$ cat src/logic/macrocell_pkg.sv
// shared constants and types for the output macrocell block
package macrocell_pkg;
   // =====================================================
   // geometry
   localparam int NUM_CELLS = 10;
   localparam int NUM_DED_IN = 12;
   localparam int MIN_TERMS = 8;
   localparam int MAX_TERMS = 16;
   // =====================================================
   // register map (byte addresses)
   localparam logic [7:0] ADDR_CFG_TYPE = 8'h00;
   localparam logic [7:0] ADDR_CFG_POL = 8'h04;
   localparam logic [7:0] ADDR_CFG_FB = 8'h08;
   localparam logic [7:0] ADDR_CTRL = 8'h0c;
   localparam logic [7:0] ADDR_PRELOAD = 8'h10;
   localparam logic [7:0] ADDR_STATUS = 8'h14;
   localparam logic [7:0] ADDR_READBACK = 8'h18;
   // ctrl fields
   localparam int CTRL_SECURE_BIT = 0;
   localparam int CTRL_VARIANT_BIT = 1;
   // reset values
   localparam logic [9:0] CFG_RST = 10'h000;
   localparam logic [9:0] CELL_RST = 10'h000;
   // axi responses
   localparam logic [1:0] RESP_OKAY = 2'h0;
   localparam logic [1:0] RESP_SLVERR = 2'h2;
   // =====================================================
   // per-cell configuration bundle
   typedef struct packed {
      logic [9:0] type_sel;  // output_type_select, 1 = combinatorial
      logic [9:0] pol_sel;   // output_polarity_select, 1 = active high
      logic [9:0] fb_sel;    // feedback_source_select
   } cell_cfg_t;
   typedef enum logic [1:0] {
      RD_IDLE = 2'b00,
      RD_RESP = 2'b01
   } rd_state_t;
endpackage : macrocell_pkg

$ cat src/logic/output_macrocell.sv
// ten-cell programmable output macrocell stage with an AXI4-Lite config port
//
// The implementer's own choices: the AXI4-Lite register port and the address map.
`timescale 1ns/1ps
module output_macrocell #(
   parameter int NCELL = 10
) (
   input wire logic CLK_SYS, // system clock
   input wire logic RST, // synchronous reset, high
   input wire logic [11:0] DED_IN, // dedicated inputs
   input wire logic [NCELL*16-1:0] PTERM, // product terms, 16 slots per cell
   input wire logic [NCELL-1:0] OE_TERM, // per-pin output enable terms
   input wire logic PRESET_TERM, // shared synchronous preset
   input wire logic ARESET_TERM, // shared asynchronous reset
   input wire logic [NCELL-1:0] PIN_I, // pin input level
   output logic [NCELL-1:0] PIN_O, // pin drive value
   output logic [NCELL-1:0] PIN_OE_N, // pin drive enable, low drives
   output logic [NCELL+11:0] ARRAY_IN, // inputs seen by the array
   output logic [NCELL-1:0] FEEDBACK, // per-cell array feedback
   input wire logic [7:0] S_AXI_AWADDR, // write address
   input wire logic S_AXI_AWVALID, // write address valid
   output logic S_AXI_AWREADY, // write address ready
   input wire logic [31:0] S_AXI_WDATA, // write data
   input wire logic [3:0] S_AXI_WSTRB, // write strobes
   input wire logic S_AXI_WVALID, // write data valid
   output logic S_AXI_WREADY, // write data ready
   output logic [1:0] S_AXI_BRESP, // write response
   output logic S_AXI_BVALID, // write response valid
   input wire logic S_AXI_BREADY, // write response ready
   input wire logic [7:0] S_AXI_ARADDR, // read address
   input wire logic S_AXI_ARVALID, // read address valid
   output logic S_AXI_ARREADY, // read address ready
   output logic [31:0] S_AXI_RDATA, // read data
   output logic [1:0] S_AXI_RRESP, // read response
   output logic S_AXI_RVALID, // read valid
   input wire logic S_AXI_RREADY // read ready
);
   // =====================================================
   // configuration state
   macrocell_pkg::cell_cfg_t cfg_r;
   logic secure_r;
   logic variant_r;
   logic [NCELL-1:0] cell_r;
   logic [NCELL-1:0] sum_term;
   logic [NCELL-1:0] out_val;
   logic [NCELL-1:0] preload_val_r;
   logic preload_req_r;
   logic areset_seen_r;
   // fixed term count per cell: 8,10,12,14,16,16,14,12,10,8
   function automatic int terms_of(input int idx);
      int k;
      k = (idx < NCELL / 2) ? idx : (NCELL - 1 - idx);
      terms_of = macrocell_pkg::MIN_TERMS + 2 * k;
      if (terms_of > macrocell_pkg::MAX_TERMS) begin
         terms_of = macrocell_pkg::MAX_TERMS;
      end
   endfunction : terms_of

   // =====================================================
   // per-cell datapath
   genvar g;
   generate
      for (g = 0; g < NCELL; g++) begin : g_cell
         localparam int NT = terms_of(g);
         // only the allotted slots join the sum, the rest are unused
         assign sum_term[g] = |PTERM[g*16 +: NT];
         // register value or sum term picked by type bit
         assign out_val[g] = cfg_r.type_sel[g] ? sum_term[g] : cell_r[g];
         assign PIN_O[g] = cfg_r.pol_sel[g] ? out_val[g] : ~out_val[g];
         assign PIN_OE_N[g] = ~OE_TERM[g];
         // pin feedback for combinatorial cells, or registered with the extra bit set
         assign FEEDBACK[g] = (cfg_r.type_sel[g] || (variant_r && cfg_r.fb_sel[g])) ?
            PIN_I[g] : cell_r[g];
         // a combinatorial cell always hands the pin level back to the array
         AST_FB_COMB: assert property (@(posedge CLK_SYS) disable iff (RST)
            cfg_r.type_sel[g] |-> FEEDBACK[g] == PIN_I[g]) else $error("combinatorial feedback wrong");
      end
   endgenerate

   // dedicated inputs and every pin reach the array
   assign ARRAY_IN = {PIN_I, DED_IN};

   // =====================================================
   // output registers: async reset term is a constant clear, reset wins
   // preload beats preset so a tester's chosen state is not lost on the same edge
   always_ff @(posedge CLK_SYS or posedge ARESET_TERM) begin
      if (ARESET_TERM) begin
         cell_r <= macrocell_pkg::CELL_RST;
      end else if (RST) begin
         cell_r <= macrocell_pkg::CELL_RST;
      end else if (preload_req_r) begin
         cell_r <= preload_val_r;
      end else if (PRESET_TERM) begin
         cell_r <= {NCELL{1'b1}};
      end else begin
         cell_r <= sum_term;
      end
   end

   // sticky flag so software can see an async clear happened
   always_ff @(posedge CLK_SYS) begin
      if (RST) begin
         areset_seen_r <= 1'b0;
      end else if (ARESET_TERM) begin
         areset_seen_r <= 1'b1;
      end
   end

   // =====================================================
   // axi write channel: address and data taken in either order
   logic aw_held_r;
   logic w_held_r;
   logic [7:0] aw_addr_r;
   logic [31:0] w_data_r;
   logic [3:0] w_strb_r;
   logic wr_fire;
   logic wr_ok;
   // a half parks in its holding register until its partner arrives
   assign S_AXI_AWREADY = ~aw_held_r & ~S_AXI_BVALID;
   assign S_AXI_WREADY = ~w_held_r & ~S_AXI_BVALID;
   assign wr_fire = aw_held_r & w_held_r & ~S_AXI_BVALID;
   assign wr_ok = (aw_addr_r <= macrocell_pkg::ADDR_PRELOAD) && (aw_addr_r[1:0] == 2'h0);

   always_ff @(posedge CLK_SYS) begin
      if (RST) begin
         aw_held_r <= 1'b0;
         aw_addr_r <= 8'h00;
      end else if (S_AXI_AWVALID && S_AXI_AWREADY) begin
         aw_held_r <= 1'b1;
         aw_addr_r <= S_AXI_AWADDR;
      end else if (wr_fire) begin
         aw_held_r <= 1'b0;
      end
   end

   always_ff @(posedge CLK_SYS) begin
      if (RST) begin
         w_held_r <= 1'b0;
         w_data_r <= 32'h0000_0000;
         w_strb_r <= 4'h0;
      end else if (S_AXI_WVALID && S_AXI_WREADY) begin
         w_held_r <= 1'b1;
         w_data_r <= S_AXI_WDATA;
         w_strb_r <= S_AXI_WSTRB;
      end else if (wr_fire) begin
         w_held_r <= 1'b0;
      end
   end

   // response one cycle after both halves are held
   always_ff @(posedge CLK_SYS) begin
      if (RST) begin
         S_AXI_BVALID <= 1'b0;
         S_AXI_BRESP <= macrocell_pkg::RESP_OKAY;
      end else if (wr_fire) begin
         S_AXI_BVALID <= 1'b1;
         S_AXI_BRESP <= wr_ok ? macrocell_pkg::RESP_OKAY : macrocell_pkg::RESP_SLVERR;
      end else if (S_AXI_BREADY) begin
         S_AXI_BVALID <= 1'b0;
      end
   end

   // config writes; low two lanes carry the 10-bit fields
   function automatic logic [9:0] merge10(input logic [9:0] old, input logic [31:0] d, input logic [3:0] s);
      logic [9:0] m;
      m = old;
      if (s[0]) begin
         m[7:0] = d[7:0];
      end
      if (s[1]) begin
         m[9:8] = d[9:8];
      end
      merge10 = m;
   endfunction : merge10

   always_ff @(posedge CLK_SYS) begin
      if (RST) begin
         cfg_r <= '{type_sel: macrocell_pkg::CFG_RST, pol_sel: macrocell_pkg::CFG_RST,
                    fb_sel: macrocell_pkg::CFG_RST};
         variant_r <= 1'b0;
      end else if (wr_fire && !secure_r) begin
         // a secured part also freezes its pattern, the fuse is blown
         case (aw_addr_r)
            macrocell_pkg::ADDR_CFG_TYPE: cfg_r.type_sel <= merge10(cfg_r.type_sel, w_data_r, w_strb_r);
            macrocell_pkg::ADDR_CFG_POL: cfg_r.pol_sel <= merge10(cfg_r.pol_sel, w_data_r, w_strb_r);
            macrocell_pkg::ADDR_CFG_FB: cfg_r.fb_sel <= merge10(cfg_r.fb_sel, w_data_r, w_strb_r);
            macrocell_pkg::ADDR_CTRL: begin
               if (w_strb_r[0]) begin
                  variant_r <= w_data_r[macrocell_pkg::CTRL_VARIANT_BIT];
               end
            end
            default: begin
            end
         endcase
      end
   end

   // security is one-way: only reset clears it
   always_ff @(posedge CLK_SYS) begin
      if (RST) begin
         secure_r <= 1'b0;
      end else if (wr_fire && aw_addr_r == macrocell_pkg::ADDR_CTRL && w_strb_r[0] &&
                   w_data_r[macrocell_pkg::CTRL_SECURE_BIT]) begin
         secure_r <= 1'b1;
      end
   end

   // preload request lasts one cycle, value then held by the register
   always_ff @(posedge CLK_SYS) begin
      if (RST) begin
         preload_req_r <= 1'b0;
         preload_val_r <= macrocell_pkg::CELL_RST;
      end else begin
         preload_req_r <= wr_fire && aw_addr_r == macrocell_pkg::ADDR_PRELOAD;
         if (wr_fire && aw_addr_r == macrocell_pkg::ADDR_PRELOAD) begin
            preload_val_r <= w_data_r[NCELL-1:0];
         end
      end
   end

   // =====================================================
   // axi read channel
   macrocell_pkg::rd_state_t rd_state_r;
   logic [31:0] rd_word;
   logic rd_err;
   assign S_AXI_ARREADY = (rd_state_r == macrocell_pkg::RD_IDLE);
   assign S_AXI_RVALID = (rd_state_r == macrocell_pkg::RD_RESP);

   // config registers read as zero with an error once secured
   always_comb begin
      rd_word = 32'h0000_0000;
      rd_err = 1'b0;
      case (S_AXI_ARADDR)
         macrocell_pkg::ADDR_CFG_TYPE: begin
            rd_word = secure_r ? 32'h0000_0000 : {22'h000000, cfg_r.type_sel};
            rd_err = secure_r;
         end
         macrocell_pkg::ADDR_CFG_POL: begin
            rd_word = secure_r ? 32'h0000_0000 : {22'h000000, cfg_r.pol_sel};
            rd_err = secure_r;
         end
         macrocell_pkg::ADDR_CFG_FB: begin
            rd_word = secure_r ? 32'h0000_0000 : {22'h000000, cfg_r.fb_sel};
            rd_err = secure_r;
         end
         // the variant bit is part of the pattern, so it reads as zero once secured
         macrocell_pkg::ADDR_CTRL: rd_word = {30'h00000000, variant_r & ~secure_r, secure_r};
         macrocell_pkg::ADDR_PRELOAD: rd_word = {22'h000000, preload_val_r};
         macrocell_pkg::ADDR_STATUS: rd_word = {21'h000000, areset_seen_r, cell_r};
         macrocell_pkg::ADDR_READBACK: rd_word = {22'h000000, PIN_O};
         default: rd_err = 1'b1;
      endcase
   end

   // data captured with the address, so it stands unchanged while rvalid waits
   always_ff @(posedge CLK_SYS) begin
      if (RST) begin
         rd_state_r <= macrocell_pkg::RD_IDLE;
         S_AXI_RDATA <= 32'h0000_0000;
         S_AXI_RRESP <= macrocell_pkg::RESP_OKAY;
      end else begin
         case (rd_state_r)
            macrocell_pkg::RD_IDLE: begin
               if (S_AXI_ARVALID) begin
                  rd_state_r <= macrocell_pkg::RD_RESP;
                  S_AXI_RDATA <= rd_word;
                  S_AXI_RRESP <= rd_err ? macrocell_pkg::RESP_SLVERR : macrocell_pkg::RESP_OKAY;
               end
            end
            macrocell_pkg::RD_RESP: begin
               if (S_AXI_RREADY) begin
                  rd_state_r <= macrocell_pkg::RD_IDLE;
               end
            end
            default: rd_state_r <= macrocell_pkg::RD_IDLE;
         endcase
      end
   end

   // =====================================================
   // checks
   // pin level against polarity, driver enable against its term
   AST_POL_PIN: assert property (@(posedge CLK_SYS) disable iff (RST)
      PIN_O == (out_val ^ ~cfg_r.pol_sel)) else $error("pin polarity wrong");
   AST_OE: assert property (@(posedge CLK_SYS) disable iff (RST)
      PIN_OE_N == ~OE_TERM) else $error("driver enable wrong");
   // cell 0 seen from the pin in the two corners the tests walk through
   AST_COMB_HIGH: assert property (@(posedge CLK_SYS) disable iff (RST)
      (cfg_r.type_sel[0] && cfg_r.pol_sel[0]) |-> PIN_O[0] == sum_term[0])
      else $error("combinatorial pin wrong");
   AST_REG_LOW: assert property (@(posedge CLK_SYS) disable iff (RST)
      (!cfg_r.type_sel[0] && !cfg_r.pol_sel[0]) |-> PIN_O[0] == !cell_r[0])
      else $error("registered pin wrong");
   // register next state, each source below the async clear in priority
   AST_REG_NEXT: assert property (@(posedge CLK_SYS) disable iff (RST || ARESET_TERM)
      (!preload_req_r && !PRESET_TERM && !$past(ARESET_TERM)) |=> cell_r == $past(sum_term))
      else $error("register did not follow sum");
   AST_PRESET: assert property (@(posedge CLK_SYS) disable iff (RST || ARESET_TERM)
      (PRESET_TERM && !preload_req_r) |=> cell_r == {NCELL{1'b1}}) else $error("preset missed");
   AST_ARESET: assert property (@(posedge CLK_SYS) ARESET_TERM |-> cell_r == '0)
      else $error("async clear missed");
   AST_ARESET_SEEN: assert property (@(posedge CLK_SYS) disable iff (RST)
      ARESET_TERM |=> areset_seen_r) else $error("async clear not recorded");
   AST_RESET_LOW: assert property (@(posedge CLK_SYS) RST |=> cell_r == '0) else $error("reset not low");
   AST_PRELOAD: assert property (@(posedge CLK_SYS) disable iff (RST || ARESET_TERM)
      preload_req_r |=> cell_r == $past(preload_val_r)) else $error("preload not taken");
   // feedback source of cell 0; the other cells share the same mux
   AST_FB_REG: assert property (@(posedge CLK_SYS) disable iff (RST)
      (!cfg_r.type_sel[0] && !(variant_r && cfg_r.fb_sel[0])) |-> FEEDBACK[0] == cell_r[0])
      else $error("feedback source wrong");
   AST_FB_PIN: assert property (@(posedge CLK_SYS) disable iff (RST)
      (variant_r && cfg_r.fb_sel[0]) |-> FEEDBACK[0] == PIN_I[0]) else $error("pin feedback wrong");
   // secured: pattern reads refused, pattern writes ignored, only reset undoes it
   AST_SECURE: assert property (@(posedge CLK_SYS) disable iff (RST)
      (secure_r && S_AXI_ARVALID && S_AXI_ARREADY && S_AXI_ARADDR == macrocell_pkg::ADDR_CFG_TYPE)
      |=> (S_AXI_RVALID && S_AXI_RDATA == 32'h0000_0000 && S_AXI_RRESP == macrocell_pkg::RESP_SLVERR))
      else $error("secured readout leaked");
   AST_SECURE_OTHER: assert property (@(posedge CLK_SYS) disable iff (RST)
      (secure_r && S_AXI_ARVALID && S_AXI_ARREADY &&
      (S_AXI_ARADDR == macrocell_pkg::ADDR_CFG_POL || S_AXI_ARADDR == macrocell_pkg::ADDR_CFG_FB))
      |=> (S_AXI_RVALID && S_AXI_RDATA == 32'h0000_0000 && S_AXI_RRESP == macrocell_pkg::RESP_SLVERR))
      else $error("secured pattern read leaked");
   AST_SECURE_KEEP: assert property (@(posedge CLK_SYS) disable iff (RST)
      secure_r |=> secure_r) else $error("security dropped");
   AST_CFG_FROZEN: assert property (@(posedge CLK_SYS) disable iff (RST)
      secure_r |=> $stable(cfg_r)) else $error("secured pattern changed");
   // main scenarios
   COV_PRELOAD: cover property (@(posedge CLK_SYS) preload_req_r);
   COV_SECURE_READ: cover property (@(posedge CLK_SYS) secure_r && S_AXI_RVALID);
   COV_PRESET: cover property (@(posedge CLK_SYS) PRESET_TERM && !RST);
   COV_ASYNC_CLEAR: cover property (@(posedge CLK_SYS) ARESET_TERM && !RST);
   COV_PIN_FB: cover property (@(posedge CLK_SYS) variant_r && !cfg_r.type_sel[0] && cfg_r.fb_sel[0]);
endmodule : output_macrocell

$ cat config.mk
export PLATFORM = sky130hd
export DESIGN_NAME = output_macrocell
export DESIGN_NICKNAME = d
export VERILOG_FILES = /design/src/logic/macrocell_pkg.sv /design/src/logic/output_macrocell.sv
export SDC_FILE = /design/constraint.sdc
export NUM_CORES = 1
export LEC_CHECK = 0
export BUFFER_PORTS_ARGS = -buffer_cell sky130_fd_sc_hd__buf_2
export CELL_PAD_IN_SITES_DETAIL_PLACEMENT = 0
export CELL_PAD_IN_SITES_GLOBAL_PLACEMENT = 1
export CORE_ASPECT_RATIO = 0.75
export CORE_UTILIZATION = 28
export DETAILED_ROUTE_END_ITERATION = 10
export PLACE_DENSITY_LB_ADDON = 0.05
export SYNTH_ARGS = -nofsm -noshare
export SYNTH_HDL_FRONTEND = slang
export SYNTH_SLANG_ARGS = --single-unit
$ cat constraint.sdc
create_clock -name CLK_SYS -period 2.3 [get_ports CLK_SYS]
set_input_delay 0.23 -clock CLK_SYS [delete_from_list [all_inputs] [get_ports CLK_SYS]]
set_output_delay 0.23 -clock CLK_SYS [all_outputs]
set_load 0.02 [all_outputs]
After elaboration in Yosys (flattened, before gate mapping) --
Cells that the tools add are included.
Storage, ports and cells: register bits after elaboration 115, input bits 253, output and inout port bits 93
Cells by class: $lt $le $gt $ge 1, eq/ne operators 13, muxes and demuxes 48, bitwise logic cells 29, reduce and logical (&&, ||, !) cells 57
Operators by type and width (count):
- 11-bit case mux with 7 select lines | 1
- 10-bit two-way mux | 6
- 1-bit two-way mux | 35
- 8-bit by 4-bit == test with 1-bit output, second input constant | 4
- 8-bit by 5-bit == test with 1-bit output, second input constant | 4
- 16-bit OR reduction | 2
- 14-bit OR reduction | 2
- 1-bit NOT | 24
- 12-bit OR reduction | 2
- 3-bit AND reduction | 7
- 10-bit OR reduction | 2
- 1-bit logical AND | 18
- 8-bit by 3-bit == test with 1-bit output, second input constant | 2
- 8-bit zero test | 2
- 8-bit OR reduction | 2
- 1-bit logical OR | 10
- 8-bit by 5-bit <= comparator with 1-bit output, second input constant | 1
- 2-bit two-way mux | 4
- 2-bit nonzero test | 3
- 1-bit AND | 5
- 2-bit zero test | 2
- 2-bit case mux with 2 select lines | 1
- 2-bit AND reduction | 2
- 4-bit OR reduction | 1
- 6 further kinds | 6

Longest topological paths before layout --
word-level depth 5, gate-level depth with buffers 8, depth with buffers taken out 5

Worst setup path before layout --
OpenSTA, ideal clock, no wires.
kind register to register, from reg aw_addr_r[1], to reg preload_val_r[1], library setup time 0.128 ns, arrival time 1.644 ns, slack 0.529 ns, stages on the path, launching flop included 7, buffers on the path 1, clock period less this slack 1.771 ns, cell sequence dfxtp_1 -> or4_4 -> nor3_1 -> and3_2 -> buf_12 -> mux2i_1 -> nor2_1
On the way: longest elaborated chain between the ends 2
RTL lines:
- start: declaration | line output_macrocell.sv:113 | logic [7:0] aw_addr_r;
- start signal: assignment | line output_macrocell.sv:127 | aw_addr_r <= 8'h00;
- start signal: assignment | line output_macrocell.sv:130 | aw_addr_r <= S_AXI_AWADDR;
- 8-bit by 5-bit == test with 1-bit output | line output_macrocell.sv:215 | if (wr_fire && aw_addr_r == macrocell_pkg::ADDR_PRELOAD) begin
- 1-bit logical AND | line output_macrocell.sv:215
- end signal: assignment | line output_macrocell.sv:212 | preload_val_r <= macrocell_pkg::CELL_RST;
- end signal: assignment | line output_macrocell.sv:216 | preload_val_r <= w_data_r[NCELL-1:0];
- end: declaration | line output_macrocell.sv:46 | logic [NCELL-1:0] preload_val_r;
No other way between the ends. A chain may end at the register's enable or synchronous reset.

Worst setup path after layout --
from in PTERM[25], to out PIN_O[1]
On the way: longest elaborated chain between the ends 4
RTL lines:
- start: declaration | line output_macrocell.sv:11 | input wire logic [NCELL*16-1:0] PTERM,
- 10-bit OR reduction * | line output_macrocell.sv:66 | assign sum_term[g] = |PTERM[g*16 +: NT];
- 1-bit two-way mux * | line output_macrocell.sv:68 | assign out_val[g] = cfg_r.type_sel[g] ? sum_term[g] : cell_r[g];
- 1-bit NOT | line output_macrocell.sv:69 | assign PIN_O[g] = cfg_r.pol_sel[g] ? out_val[g] : ~out_val[g];
- 1-bit two-way mux * | line output_macrocell.sv:69
- end: declaration | line output_macrocell.sv:16 | output logic [NCELL-1:0] PIN_O,
Mark *: on every way between the ends. The rest lies on a longest branch, timed or not.

==> summary.md <==
| Metric | Value |
|---|---|
| DRC | 0 |
| Crit-path max FO | 2 |
| Met1 Resource Use GR | 26.6% |
| Number of DRC markers in iteration 0 | 211 |
| Pwr dens | 570 mW/mm^2 |
| Met2 usage | 28.3% |
| Largest family of logic cells by synthesized area | simple AND/OR/NAND/NOR gates |
| Layout cell share with drive strength beyond 1 | 35.3% |
| Synth Register Bits | 91 |
| Fraction of registers with async set/reset | 11.0% |
| Antenna-violating nets left | 0 |
| Reg2Reg Depth | 5 |
| Mapped cell area | 0.00500 mm^2 |
| Worst R2R Start | aw_addr_r[1] |
| Primary FF master, synth | dfxtp_1 |
| GR peak layer | met2 |
| Max-cap violations | 0 |
| Worst R2R End | cfg_r[15] |
| Core area | 0.0171 mm^2 |
| Post-synth top area cell | dfxtp_1 |
| Post-synth EDFFs | 0 |
| Via count | 4,960 |
| CTS max path bufs | 2 |
| Filler cells | 1,827 |
| Initial antenna violation count | 0 |
| Met3 usage | 3.53% |
| Hold buffer count at cts | 1 |
| Cts repair resizes | 0 |
| Start point of the worst hold path | S_AXI_WDATA[8] |
| Top-area cell type share of the netlist area | 32.4% |
| ANT cells | 0 |
| Status | finished, final reports clean |
| FF+latch area | 0.00187 mm^2 |
| XOR/XNOR Fraction of Synth Area | 2.45% |
| Pleak | 2.90 nW |
| Cells after synthesis | 605 |
| Cells on Worst Hold Path | 3 |
| Total Wirelength | 16,900 um |
| Setup crit end kind | output port |
| Top cells by area, synth | dfxtp_1 (32%), mux2i_1 (9.8%), buf_4 (6.8%) |
| Hold crit path type | primary input to flop |
| CTS tree | done |
| Vias/cell | 4.69 |
| Synth Area in Adders | 0% |
| DIE WIDTH | 156 um |
| Fin. Hold Viols | 0 |
| Post-synthesis mux area share | 12.5% |
| Synth Area in Simple Gates | 22.6% |
| Slew margin rel. | 49.4% |
| Syn. warnings | 0 |
| First-pass GRT wire length | 25,900 um |
| CTS H-tree depth | 3 |
| Total CTS buffers | 9 |
| Final nets | 1,069 |
| Setup CP Type | primary input to output port |
| Startpoint Class | primary input |
| GR Util All Layers | 18.3% |
| Sequential fraction of the synthesis area | 37.4% |
| Crit-path leading delay family | simple AND/OR/NAND/NOR gates |
| Die area | 0.0184 mm^2 |
| Post-synthesis compound-gate area fraction | 14.1% |
| Reg-to-reg setup timing slack | 0.29 ns |
| WL/cell | 15.9 um |
| Crit-path cells | buf_2 > or4_1 > nor3_1 > a31oi_1 > xnor2_1 > buf_2 |
| Die Y | 118 um |
| Clock Sinks | 91 |
| Max IR drop VDD | 0.000341 V |
| FMAX | 490 MHz |
| Tmin final | 2.04 ns |
| RSZ-0062 raised after global routing | false |
| Row cnt | 41 |
| Largest net degree at the start of global routing | 52 |
| Post-CTS Setup Inserts | 0 |
| Total power | 3.72 mW |
| CP arrival | 1.81 ns |
| Multi-input gate area | 0.00267 mm^2 |
| Slew Limit Fails | 0 |
| Post-Syn Area per Cell | 8.26 um^2 |
| Worst path buffer plus inverter count | 2 |
| DP Wirelength | 12,700 um |
| Most used cell, CP | buf_2 |
| Hold endpoint | w_data_r[8] |
| Routability cong. | 0.765 |
| Root Buffer | clkbuf_16 |
| Worst slew pin tran | 0.757 ns |
| Post-synth top cells | nand2_1 (88), dfxtp_1 (81), nor2_1 (60), a21oi_1 (56), mux2i_1 (49) |
| Syn-to-layout area delta | 30.5% |
| Worst skew pair latency | 0.34 ns |
| Number of global-route vias before repair | 4,686 |
| Top-count cell post-synth | nand2_1 |
| # IOs | 346 |
| Worst-path clk slew | 0.07 ns |
| Final Cycle Share | 88.8% |
| Post-layout util | 38.1% |
| Min Hold Slack | 0.124 ns |
| GRT Residual Overflow | 0 |
| Fin Setup TNS | 0 ns |
| Unique masters post-synth | 59 |
| Max stage delay on crit path | 0.50 ns |
| Port bufs | 234 |
| Starting Density | 29.2% |
| Final Setup Violations | 0 |
| Detailed Routing Iterations Pass 1 | 4 |
| Crit-path slowest cell | or4_1 |
| Worst Skew | 0.00737 ns |
| Critical Path RT | 2.07 ns |
## state kept, by name, summed over array words and instances (netlist names)
| register | flops |
|---|---|
| S_AXI_RDATA | 11 |
| aw_addr_r | 8 |
| cfg_r | 30 |
| S_AXI_BRESP | 1 |
| preload_val_r | 10 |
| w_data_r | 10 |
| preload_req_r | 1 |
| w_strb_r | 2 |
| cell_r | 10 |
| aw_held_r | 1 |
| S_AXI_BVALID | 1 |
| variant_r | 1 |
| rd_state_r | 1 |
| areset_seen_r | 1 |
| S_AXI_RRESP | 1 |
| w_held_r | 1 |
| secure_r | 1 |
## how the worst max path moves through the flow
stage	start	to	slack, ns	depth (start not counted)
2_1_floorplan	aw_addr_r[1]	preload_val_r[1]	0.53	6
3_3_place_gp	aw_addr_r[1]	cfg_r[14]	0.30	5
3_5_place_dp	aw_addr_r[1]	cfg_r[13]	0.28	5
4_1_cts	aw_addr_r[1]	cfg_r[15]	0.26	5
5_1_grt	aw_addr_r[1]	cfg_r[10]	0.18	5
6_report	PTERM[25]	PIN_O[1]	0.26	6
## worst register-to-register path, delay by kind of cell (launching register included)
family	cells	cell delay, ns
and+or+nand+nor	4	1.33
DFF	1	0.32
muxes	1	0.25
## power by group
part | internal, mW | leakage, nW | switching [mW] | total [mW]
Combinational | 0.232 | 1.98 | 0.337 | 0.570
Clock | 0.845 | 0.143 | 0.638 | 1.48
Sequential | 1.62 | 0.773 | 0.0469 | 1.67
## layer usage
| metal | share of wire, % | vias to the layer above |
|---|---|---|
| li1 | - | 2491 |
| met1 | 49 | 2264 |
| met2 | 43 | 189 |
| met3 | 7.0 | 16 |
| met4 | 0.57 | 0 |
| met5 | 0 | - |
## cell families (layout without fill, tap and decap cells)
family,Yosys count,count (layout)
compound gates,116,116
mux,60,60
simple gates,233,233
buf+inv,90,284
xor+xnor,14,14
other cells,1,23
flops,91,91
## through the flow
stage,instances,instance area (um^2),setup WS (ns)
2_1_floorplan,627,5080,0.529
3_3_place_gp,1040,6220,0.296
3_5_place_dp,1040,6220,0.278
4_1_cts,1057,6520,0.262
5_1_grt,1057,6520,0.181
6_report,1057,6520,0.258
## layout by cell type (no fill, tap or decap), types with 5 or more instances in the layout
cell type,synthesis,final
dfrtp_1,10,10
a31oi_1,5,5
o21ai_0,15,15
inv_1,16,16
mux2i_1,49,49
nor4_1,27,27
nand3_1,12,12
xor2_1,6,6
xnor2_1,8,8
a21oi_1,56,56
mux2_2,10,10
nor2_1,60,60
buf_4,45,14
conb_1,1,23
nor2b_1,5,5
clkbuf_16,0,9
o22ai_1,9,9
dfxtp_1,81,81
nand2_1,88,88
a221oi_1,7,7
nor3_1,6,6
buf_2,6,234
nand4_1,7,7
## final cells by class
type / instances / share of cell area, %
multi-input cells: 446 / 41.0
flip-flops and latches: 91 / 28.7
repair buffers: 251 / 20.3
well taps: 236 / 4.53
clock buffers: 10 / 3.51
clock inverters: 6 / 0.998
inverters: 17 / 0.978
No activity file was read; power rests on OpenSTA's default activity.
